### config.mk
export PLATFORM = sky130hd
export DESIGN_NAME = mst_top
export DESIGN_NICKNAME = d
export VERILOG_FILES = /design/src/mst_pkg.sv /design/src/mst_sync.sv /design/src/mst_tx_gate.sv /design/src/mst_top.sv
export VERILOG_INCLUDE_DIRS = /design/src
export SDC_FILE = /design/constraint.sdc
export NUM_CORES = 1
export LEC_CHECK = 0
export ABC_AREA = 0
export BUFFER_PORTS_ARGS = -buffer_cell sky130_fd_sc_hd__buf_2
export CORE_UTILIZATION = 44
export DETAILED_ROUTE_END_ITERATION = 7
export MAX_ROUTING_LAYER = met4
export PLACE_DENSITY = 0.73
export REMOVE_ABC_BUFFERS = 1
export SLEW_MARGIN = 20
export SYNTH_ARGS = -nofsm -noshare
export SYNTH_HDL_FRONTEND = slang
export SYNTH_SLANG_ARGS = --single-unit
export TNS_END_PERCENT = 1
### constraint.sdc
create_clock -name core_clk -period 3 [get_ports core_clk]
set_input_delay 0.15 -clock core_clk [delete_from_list [all_inputs] [get_ports core_clk]]
set_output_delay 0.15 -clock core_clk [all_outputs]
set_load 0.02 [all_outputs]
### src/mst_defs.svh
// Constants for the modem status tracker: register offsets, field positions, reset values.
// Assumes inclusion by bare name from the package and design files.
`ifndef MST_DEFS_SVH
`define MST_DEFS_SVH

// ==========================================================================
// Register byte offsets on the Avalon-MM slave
// ==========================================================================
`define MST_OFS_MODEM_LINE_STATUS 4'h0
`define MST_OFS_MODEM_CONTROL_REG 4'h4
`define MST_OFS_IRQ_STATUS        4'h8
`define MST_OFS_IRQ_MASK          4'hC

// ==========================================================================
// Field positions
// ==========================================================================
`define MST_MCR_DTR        0
`define MST_MCR_RTS        1
`define MST_MCR_OUT1       2
`define MST_MCR_OUT2       3
`define MST_MCR_LOOP       4
`define MST_MCR_FLOW       5
`define MST_MCR_W          6
`define MST_IRQ_MODEM      0
`define MST_IRQ_TXHALT     1
`define MST_IRQ_W          2

// ==========================================================================
// Reset values
// ==========================================================================
`define MST_MCR_RST        6'h00
`define MST_IRQ_RST        2'h0
`define MST_FLAGS_RST      4'h0
`define MST_PIN_IDLE       4'hF
`define MST_RDATA_RST      32'h0000_0000
// Edges after reset before edge detection starts: two synchroniser stages plus the level register.
`define MST_PRIME_EDGES    2'd3

`endif

### src/mst_pkg.sv
// Types shared by the modem status tracker modules.
// Assumes mst_defs.svh is on the include path.
`include "mst_defs.svh"

package mst_pkg;

    // ======================================================================
    // Modem signal group, one bit per line
    // ======================================================================
    typedef struct packed {
        logic cd;
        logic ri;
        logic dsr;
        logic cts;
    } mst_modem_t;

    // ======================================================================
    // Bus slave states
    // ======================================================================
    typedef enum logic {
        MST_BUS_IDLE,
        MST_BUS_ANSWER
    } mst_bus_state_t;

endpackage

### src/mst_sync.sv
// Two-flop synchroniser for a group of pin inputs.
// Assumes the inputs are asynchronous to core_clk; RST_VAL is their idle level.
`timescale 1ns/100ps
`include "mst_defs.svh"

module mst_sync #(
    parameter int               WIDTH   = 4,
    parameter logic [WIDTH-1:0] RST_VAL = `MST_PIN_IDLE
) (
    input  wire logic             core_clk,
    input  wire logic             nrst,
    input  wire logic [WIDTH-1:0] pin_async,
    output logic      [WIDTH-1:0] pin_sync
);

    logic [WIDTH-1:0] meta_q;
    logic [WIDTH-1:0] meta_d;
    logic [WIDTH-1:0] sync_q;
    logic [WIDTH-1:0] sync_d;

    // ======================================================================
    // First stage is read only by the second stage.
    // ======================================================================
    always_comb begin
        meta_d = pin_async;
        sync_d = meta_q;
    end

    genvar i;
    generate
        for (i = 0; i < WIDTH; i++) begin : g_bit
            always_ff @(posedge core_clk or negedge nrst) begin
                if (!nrst) begin
                    meta_q[i] <= RST_VAL[i];
                    sync_q[i] <= RST_VAL[i];
                end else begin
                    meta_q[i] <= meta_d[i];
                    sync_q[i] <= sync_d[i];
                end
            end
        end
    endgenerate

    assign pin_sync = sync_q;

endmodule

### src/mst_tx_gate.sv
// Transmit start gate driven by the synchronised clear-to-send pin.
// Assumes the transmitter asks tx_start_req before each character and only
// starts one while tx_start_allow is high; a character already shifting is
// never cut short because this gate only governs starts.
`timescale 1ns/100ps

module mst_tx_gate (
    input  wire logic core_clk,
    input  wire logic nrst,
    input  wire logic flow_en,
    input  wire logic cts_n_sync,
    input  wire logic tx_start_req,
    output logic      tx_start_allow,
    output logic      tx_halt_event
);

    logic allow_q;
    logic allow_d;
    logic halt_q;
    logic halt_d;
    logic halted_req_q;
    logic halted_req_d;

    // ======================================================================
    // Halt logic
    // ======================================================================
    always_comb begin
        halt_d       = flow_en && cts_n_sync;
        allow_d      = !halt_d;
        halted_req_d = halt_q && tx_start_req;
    end

    always_ff @(posedge core_clk or negedge nrst) begin
        if (!nrst) begin
            halt_q       <= 1'b0;
            allow_q      <= 1'b1;
            halted_req_q <= 1'b0;
        end else begin
            halt_q       <= halt_d;
            allow_q      <= allow_d;
            halted_req_q <= halted_req_d;
        end
    end

    assign tx_start_allow = allow_q;
    // Pulse on the first cycle a pending start is held back.
    assign tx_halt_event  = halted_req_d && !halted_req_q;

endmodule

### src/mst_top.sv
// Modem status tracker: modem input status, change flags, interrupts and
// transmit flow control for one UART channel, with an Avalon-MM slave.
// Assumes one clock core_clk at 100 MHz and modem pins asynchronous to it.
//
// Contract
// - Outside loopback, status bits 7..4 show the complement of the CD, RI, DSR and CTS pins.
// - In loopback, status bits 7..4 show the second user output, first user output, DTR and RTS control bits.
// - The CD, DSR and CTS change flags in bits 3, 1 and 0 set on any change of their input.
// - The RI change flag in bit 2 sets only when the ring input pin goes from 0 to 1, or in loopback when the first user output bit goes from 1 to 0.
// - Every read of the modem line status register clears the change flags that it returns.
// - A modem status interrupt request stands while any change flag is set.
// - The CTS input gates transmission only while the control flow-enable bit is set.
// - With flow control on, a high CTS pin lets the current character finish and blocks new starts.
// - Reset clears the change flags and the upper status bits, which follow the inputs again three clock edges after reset.
//
// The Avalon-MM interface to the registers and the register offsets were decided locally.
`timescale 1ns/100ps
`include "mst_defs.svh"

module mst_top (
    input  wire logic        core_clk,
    input  wire logic        nrst,
    input  wire logic [3:0]  address,
    input  wire logic        read,
    input  wire logic        write,
    input  wire logic [3:0]  byteenable,
    input  wire logic [31:0] writedata,
    output logic      [31:0] readdata,
    output logic             waitrequest,
    input  wire logic        cd_n,
    input  wire logic        ri_n,
    input  wire logic        dsr_n,
    input  wire logic        cts_n,
    output logic             dtr_n,
    output logic             rts_n,
    output logic             user_output_first_n,
    output logic             user_output_second_n,
    input  wire logic        tx_start_req,
    output logic             tx_start_allow,
    output logic             modem_irq_req,
    output logic             irq
);

    // ======================================================================
    // Declarations
    // ======================================================================
    mst_pkg::mst_modem_t     pin_n_sync;
    mst_pkg::mst_modem_t     live;
    mst_pkg::mst_modem_t     level_q;
    mst_pkg::mst_modem_t     level_d;
    mst_pkg::mst_bus_state_t state_q;
    mst_pkg::mst_bus_state_t state_d;
    logic [3:0]              flags_q;
    logic [3:0]              flags_d;
    logic [3:0]              flag_set;
    logic [3:0]              flags_seen_q;
    logic [3:0]              flags_seen_d;
    logic [1:0]              primed_q;
    logic [1:0]              primed_d;
    logic [`MST_MCR_W-1:0]   mcr_q;
    logic [`MST_MCR_W-1:0]   mcr_d;
    logic [`MST_IRQ_W-1:0]   irq_stat_q;
    logic [`MST_IRQ_W-1:0]   irq_stat_d;
    logic [`MST_IRQ_W-1:0]   irq_mask_q;
    logic [`MST_IRQ_W-1:0]   irq_mask_d;
    logic [31:0]             rdata_q;
    logic [31:0]             rdata_d;
    logic                    wait_q;
    logic                    wait_d;
    logic                    irq_q;
    logic                    irq_d;
    logic                    mreq_q;
    logic                    mreq_d;
    logic [3:0]              pins_q;
    logic [3:0]              pins_d;
    logic                    commit;
    logic                    wr_low;
    logic                    tx_halt_event;
    logic [`MST_IRQ_W-1:0]   irq_event;

    // ======================================================================
    // Helpers
    // ======================================================================
    function automatic logic addr_is(input logic [3:0] a, input logic [3:0] ofs);
        addr_is = (a == ofs);
    endfunction

    // ======================================================================
    // Input synchronisers and flow-control gate
    // ======================================================================
    mst_sync #(
        .WIDTH   (4),
        .RST_VAL (`MST_PIN_IDLE)
    ) u_sync (
        .core_clk  (core_clk),
        .nrst      (nrst),
        .pin_async ({cd_n, ri_n, dsr_n, cts_n}),
        .pin_sync  (pin_n_sync)
    );

    mst_tx_gate u_tx_gate (
        .core_clk       (core_clk),
        .nrst           (nrst),
        .flow_en        (mcr_q[`MST_MCR_FLOW]),
        .cts_n_sync     (pin_n_sync.cts),
        .tx_start_req   (tx_start_req),
        .tx_start_allow (tx_start_allow),
        .tx_halt_event  (tx_halt_event)
    );

    // ======================================================================
    // Modem status levels and change flags
    // ======================================================================
    always_comb begin
        if (mcr_q[`MST_MCR_LOOP]) begin
            live.cd  = mcr_q[`MST_MCR_OUT2];
            live.ri  = mcr_q[`MST_MCR_OUT1];
            live.dsr = mcr_q[`MST_MCR_DTR];
            live.cts = mcr_q[`MST_MCR_RTS];
        end else begin
            live = ~pin_n_sync;
        end
        level_d  = live;
        // The synchroniser leaves reset at the idle level, so no edges are taken
        // until the level register holds a real pin sample; otherwise a pin that
        // is already active at reset would set a false change flag.
        primed_d = (primed_q == `MST_PRIME_EDGES) ? primed_q : primed_q + 2'd1;
        flag_set = '0;
        if (primed_q == `MST_PRIME_EDGES) begin
            flag_set[3] = live.cd  ^ level_q.cd;
            flag_set[2] = level_q.ri && !live.ri;
            flag_set[1] = live.dsr ^ level_q.dsr;
            flag_set[0] = live.cts ^ level_q.cts;
        end
        // Only the flags that were reported are cleared, and a new set wins.
        flags_d = flags_q;
        if (commit && read && addr_is(address, `MST_OFS_MODEM_LINE_STATUS)) begin
            flags_d = flags_q & ~flags_seen_q;
        end
        flags_d = flags_d | flag_set;
        mreq_d  = |flags_d;
    end

    always_ff @(posedge core_clk or negedge nrst) begin
        if (!nrst) begin
            level_q  <= '0;
            flags_q  <= `MST_FLAGS_RST;
            primed_q <= 2'd0;
            mreq_q   <= 1'b0;
        end else begin
            level_q  <= level_d;
            flags_q  <= flags_d;
            primed_q <= primed_d;
            mreq_q   <= mreq_d;
        end
    end

    // ======================================================================
    // Avalon-MM slave: accept, then one answer cycle with waitrequest low
    // ======================================================================
    always_comb begin
        commit       = (state_q == mst_pkg::MST_BUS_ANSWER) && (read || write);
        wr_low       = commit && write && byteenable[0];
        state_d      = state_q;
        rdata_d      = rdata_q;
        flags_seen_d = flags_seen_q;
        mcr_d        = mcr_q;
        irq_mask_d   = irq_mask_q;
        irq_event    = {tx_halt_event, |flag_set};
        irq_stat_d   = irq_stat_q;
        unique case (state_q)
            mst_pkg::MST_BUS_IDLE: begin
                if (read || write) begin
                    state_d      = mst_pkg::MST_BUS_ANSWER;
                    rdata_d      = `MST_RDATA_RST;
                    flags_seen_d = flags_q;
                    if (read) begin
                        unique case (address)
                            `MST_OFS_MODEM_LINE_STATUS: rdata_d[7:0] = {level_q, flags_q};
                            `MST_OFS_MODEM_CONTROL_REG: rdata_d[`MST_MCR_W-1:0] = mcr_q;
                            `MST_OFS_IRQ_STATUS:        rdata_d[`MST_IRQ_W-1:0] = irq_stat_q;
                            `MST_OFS_IRQ_MASK:          rdata_d[`MST_IRQ_W-1:0] = irq_mask_q;
                            default:                    rdata_d = `MST_RDATA_RST;
                        endcase
                    end
                end
            end
            mst_pkg::MST_BUS_ANSWER: begin
                state_d = mst_pkg::MST_BUS_IDLE;
                if (wr_low && addr_is(address, `MST_OFS_MODEM_CONTROL_REG)) begin
                    mcr_d = writedata[`MST_MCR_W-1:0];
                end
                if (wr_low && addr_is(address, `MST_OFS_IRQ_MASK)) begin
                    irq_mask_d = writedata[`MST_IRQ_W-1:0];
                end
                if (wr_low && addr_is(address, `MST_OFS_IRQ_STATUS)) begin
                    irq_stat_d = irq_stat_q & ~writedata[`MST_IRQ_W-1:0];
                end
            end
        endcase
        irq_stat_d = irq_stat_d | irq_event;
        irq_d      = |(irq_stat_d & irq_mask_d);
        wait_d     = (state_d == mst_pkg::MST_BUS_IDLE);
        // Loopback parks the control pins at their inactive high level.
        if (mcr_d[`MST_MCR_LOOP]) begin
            pins_d = `MST_PIN_IDLE;
        end else begin
            pins_d = ~mcr_d[`MST_MCR_OUT2:`MST_MCR_DTR];
        end
    end

    always_ff @(posedge core_clk or negedge nrst) begin
        if (!nrst) begin
            state_q      <= mst_pkg::MST_BUS_IDLE;
            rdata_q      <= `MST_RDATA_RST;
            flags_seen_q <= `MST_FLAGS_RST;
            mcr_q        <= `MST_MCR_RST;
            irq_stat_q   <= `MST_IRQ_RST;
            irq_mask_q   <= `MST_IRQ_RST;
            irq_q        <= 1'b0;
            wait_q       <= 1'b1;
            pins_q       <= `MST_PIN_IDLE;
        end else begin
            state_q      <= state_d;
            rdata_q      <= rdata_d;
            flags_seen_q <= flags_seen_d;
            mcr_q        <= mcr_d;
            irq_stat_q   <= irq_stat_d;
            irq_mask_q   <= irq_mask_d;
            irq_q        <= irq_d;
            wait_q       <= wait_d;
            pins_q       <= pins_d;
        end
    end

    // ======================================================================
    // Outputs
    // ======================================================================
    assign readdata             = rdata_q;
    assign waitrequest          = wait_q;
    assign irq                  = irq_q;
    assign modem_irq_req        = mreq_q;
    assign dtr_n                = pins_q[0];
    assign rts_n                = pins_q[1];
    assign user_output_first_n  = pins_q[2];
    assign user_output_second_n = pins_q[3];

endmodule

# After elaboration in Yosys (flattened, before gate mapping)
# Cells that the tools add are included.
[totals]
register_bits = 75
inputBits = 49
output_inout_bits = 40
wordCells = 85
[op_classes]
addsub = 1
eq_ne = 4
muxes = 16
bitwise_logic = 14
reduce_logical = 22
[op_table]
columns = ["op", "count"]
rows = [
  ["$mux 4", 4],
  ["$logic_and 1x1->1", 12],
  ["$not 4->4", 3],
  ["$mux 2", 5],
  ["$mux 5", 2],
  ["$eq 4x4->1 const B", 2],
  ["$mux 8", 1],
  ["$pmux 2 s4", 1],
  ["$pmux 4 s2", 1],
  ["$reduce_or 4->1", 2],
  ["$and 2x2->2", 2],
  ["$and 4x4->4", 1],
  ["$eq 4x3->1 const B", 1],
  ["$logic_not 4->1", 1],
  ["$or 4x4->4", 1],
  ["$reduce_and 2->1", 2],
  ["$logic_not 1->1", 3],
  ["$xor 1x1->1", 3],
  ["$add 2x1->2 const B", 1],
  ["$eq 2x2->1 const B", 1],
  ["$not 1->1", 2],
  ["$not 2->2", 1],
  ["$or 2x2->2", 1],
  ["$pmux 1 s2", 1],
  ["other kinds (3)", 3],
]

# Longest topological paths before layout
[depth]
word_depth = 10
depth_mapped = 6
depth_no_buf = 5

# Modules after synthesis
# A second synthesis with hierarchy kept.
[hier_totals]
hier_cells = 200
hier_area_um2 = 2351.0
[by_module_without_submodules]
columns = ["mod", "instances", "cells_per_inst", "area_per_inst_um2", "seq_area_each_um2"]
rows = [
  ["mst_top", 1, 185, 2039.5, 1007.2],
  ["mst_sync", 1, 8, 210.2, 210.2],
  ["mst_tx_gate", 1, 7, 101.3, 76.3],
]

# Worst setup path before layout
# Ideal clock, no wire load.
[synth_path]
path_kind = "reg2reg"
from = "register primed_q[0]"
to = "register irq_q (netlist: irq)"
setup_time_ns = 0.123
t_arrival_ns = 1.703
required_time_ns = 2.877
setup_slack_ns = 1.173
path_stages_with_launch = 7
n_path_buf = 1
period_less_slack_ns = 1.827
cell_sequence = "dfrtp_1 -> ha_1 -> clkbuf_1 -> o211ai_2 -> a21bo_1 -> or4_4 -> o2bb2ai_2"
[synth_between]
elab_chain_cells = 6
[synth_rtl]
columns = ["element", "line", "source"]
rows = [
  ["start, declared", "mst_top.sv:58", "logic [1:0] primed_q;"],
  ["start signal, assigned", "mst_top.sv:153", "primed_q <= primed_d;"],
  ["$eq 2x2->1 (no source line)", "-", ""],
  ["$mux 4", "mst_top.sv:129", "if (primed_q == `MST_PRIME_EDGES) begin"],
  ["$reduce_or 4->1", "mst_top.sv:169", "irq_event = {tx_halt_event, |flag_set};"],
  ["$or 2x2->2", "mst_top.sv:201", "irq_stat_d = irq_stat_d | irq_event;"],
  ["named net irq_stat_d[0]", "mst_top.sv:63", "logic [`MST_IRQ_W-1:0] irq_stat_d;"],
  ["$and 2x2->2", "mst_top.sv:202", "irq_d = |(irq_stat_d & irq_mask_d);"],
  ["$reduce_or 2->1", "mst_top.sv:202", ""],
  ["named net irq_d", "mst_top.sv:71", "logic irq_d;"],
  ["end signal, assigned", "mst_top.sv:230", "irq_q <= irq_d;"],
  ["end, declared", "mst_top.sv:70", "logic irq_q;"],
]
# The timed path passes the listed nets, and every way through them passes these cells.
# A chain may end at the register's enable or synchronous reset.

# Worst setup path in the final report
# Ends and elaborated chain as after synthesis.

==> impl_results.md <==
- Outcome: finished, final reports clean
- CP arrival: between 2 and 2.5 ns
- Final setup vio count: 0
- Multiplexer share of the synthesized area: approximately a tenth
- FF-to-FF End: irq
- WS Path Type: register to register
- Hold Violations, Final: 0
- Async set-or-reset flop fraction in the synthesized netlist: between 90% and 100%
- Cell variety after synth: 40
- Synth Area in Simple Gates: 16.4%
- GPL Wtd Cong: 0.806
- Worst r2r src: primed_q[0]
- XOR/XNOR share of the synthesized area: 0.379%
- GRT Residual Overflow: 0
- Max-cap violations: 0
- Fin. max-slew vios: 0
- Yosys top cell by area: dfrtp_1
- Die height: roughly 74 um
- Dpl cells: 298
- Number of global-route vias before repair: roughly 1400
- Mapped Cells: roughly 200
- Final std cells w/o fill: between 300 and 400
- DRT antenna net count: 0
- CTS H-tree depth: 2
- Crit. Startpoint: primed_q[0]
- CTS root buf: clkbuf_8
- Main synth FF type: dfrtp_1
- Adder-cell area share of the yosys netlist: less than 1%
- Synth top area cells: dfrtp_1 40%, dfstp_2 16%, buf_4 7.8%
- Fillers: between 400 and 500
- Placed Area: about 2500 um^2
- Area delta synth->final: 13.9%
- DRT iter0 DRCs: 72
- Pre-CTS setup slack: approximately 1.1 ns
- Io pins: between 80 and 90
- Compound-cell area share of the yosys netlist: about 7.2%
- Mapped cell area: 2310 um^2
- Fin crit period: approximately 1.9 ns
- Vias per cell: between 4 and 5
- Required @ worst endpoint: 3.19 ns
- Port Buffer Count: 35
- RSZ-0062 raised after global routing: no
- Setup ws final: approximately 1.1 ns
- Synth top area share: between 40 and 50%
- Initial antenna violation count: 0
- Overall routed net length: between 4 and 5 mm
- Diodes inserted: 0
- Syn_area_per_cell: ~12 um^2
- TritonCTS Buffers: 5
- Routed WL per cell: approximately 13 um
- Hold Crit Class: input port to register
- CTS tree: built
- Crit. End Element: register
- Synth Register Bits: a little over 50
- Pwr dens: between 500 and 600 nW/um^2
- Part of the Yosys area used for sequential elements: a little under three fifths
- Via count: approximately 1500
- Largest family of logic cells by synthesized area: simple AND/OR/NAND/NOR gates
- Clock sink total: a little over 50
- Setup TNS: 0 ns
- HPWL after detailed placement: about 3.0 mm
- Count leader, synth: dfrtp_1
- Largest net degree at the start of global routing: 33
- Layout Skew: 0.00911 ns
- Overall routing resource usage: 16.8%
- Max Fclk: 522 MHz
- CP startpoint kind: register
- Total power: 1.53 mW
- Row cnt: 25
- Drt first pass iters: 4
- Clock Latency Late Sink: around 0.3 ns
- Final instance area: between 2000 and 3000 um^2
- Fin crit share: a little under two thirds
- Peak supply drop: approximately 0.00028 V
- Ys Warns: 0
- Top cells by count, synth: 37 x dfrtp_1, 32 x nand2_1, 24 x buf_4
- Post-CTS Repair Setup Buffers: 0
- DIE AREA: approximately 5500 um^2
- P_leak: about 1.2 nW
- EDFF count, synth: 0
- Critical Path End: irq
- Layout cell share with drive strength beyond 1: around a third
- Layout Nets: between 200 and 300
- Slew HR: 53.5%
- Worst-margin pin slew: approximately 0.7 ns
- Flop2flop setup slack: 1.08 ns
- First-pass GRT wire length: around 6.6 mm
- Worst-path fanout max: 9
- Clock tree buffer depth: 2
- Clk pin slew, worst setup/hold paths: approximately 0.090 ns
- Worst reg-to-reg path cell count: 5
- DRC errors left: 0
- Width of the die: around 74 um
- Core area: around 4900 um^2
- Initial core utilization: a little under half
## repair_timing
item / in CTS / in global routing
endpoints found under the setup margin: 0 / 0
endpoints found under the hold margin: 24 / 0
gates resized for setup: 0 / 0
hold buffers: 5 / 0
## power by group
group,internal (mW),total (mW),switching (mW),leakage (nW)
sequential,0.765,0.812,0.0473,0.590
combinational,0.104,0.253,0.150,0.590
clock,0.250,0.468,0.218,0.0524
## worst min path at each step
stage,from,endpoint,depth (start not counted)
floorplan,nrst,flags_q[0],0
global placement,nrst,mcr_q[3],1
detailed placement,nrst,mcr_q[3],1
CTS,writedata[5],mcr_q[5],2
global route,writedata[5],mcr_q[5],2
finish,writedata[5],mcr_q[5],2
## registers in the layout, indices dropped and copies added (netlist names), 2 cells and up
signal	cells
flags_q	4
flags_seen_q	4
irq_mask_q	2
irq_stat_q	2
level_q	4
mcr_q	6
pins_q	4
primed_q	2
readdata	8
u_sync.meta_q	4
u_sync.pin_sync	4
## critical path, stage by stage (launching register included)
cell and delay [ns]:
dfrtp_1 0.40, ha_1 0.34, o211ai_2 0.15, a21bo_1 0.23
or4_4 0.55, o2bb2ai_2 0.14
## layout make-up
| class | instances | area (um^2) | share of cell area (%) |
|---|---|---|---|
| clock buffers | 7 | 76.3 | 2.90 |
| repair buffers | 42 | 240 | 9.13 |
| inverters | 9 | 33.8 | 1.28 |
| flip-flops and latches | 51 | 1290 | 49.2 |
| clock inverters | 1 | 30.0 | 1.14 |
| multi-input cells | 134 | 872 | 33.2 |
| well taps | 67 | 83.8 | 3.19 |
## stage by stage
step / util, % / hold WS [ns]
floorplan: - / -0.146
global placement: 50.7 / 0.238
detailed placement: 50.7 / 0.241
CTS: 53.9 / 0.0677
global route: 53.9 / 0.0746
finish: 53.9 / 0.0751
## kinds of logic (layout without fill, tap and decap cells)
family / count (synthesis) / count (layout)
AOI/OAI and AO/OA: 24 / 24
adders and majority gates: 1 / 1
and+or+nand+nor: 66 / 66
DFF: 51 / 51
muxes: 18 / 18
buffers and inverters: 37 / 59
xor gates and xnor gates: 1 / 1
other: 1 / 24
## per-layer routing
| layer | vias up | GRT usage (%) | routed length, um |
|---|---|---|---|
| met2 | 49 | 25.0 | 1990 |
| met1 | 725 | 22.6 | 1880 |
| met5 | - | - | 0 |
| li1 | 713 | - | - |
| met3 | 7 | 3.66 | 208 |
| met4 | 0 | 6.29 | 62 |
## layout by cell type, fill, tap and decap left out, types with 2 or more instances in the layout
master         instances
nand4b_1               2
nand3b_1               2
dfrtp_1               37
a31oi_1                4
dfstp_2               14
a21oi_2                2
inv_1                  8
mux2i_1                7
nor2b_1                2
clkbuf_8               5
and3_1                 2
dlygate4sd3_1          5
nand2_1               32
nand3_1                2
nand4_1                2
buf_4                  2
clkbuf_1               2
nor3b_1                4
nor2_1                 3
o21ai_0                8
mux2_2                 9
nand2b_1               5
conb_1                24
buf_2                 35
nor2b_2                3
a21oi_1                4
mux4_2                 2
Power figures use the tool's default switching activity.
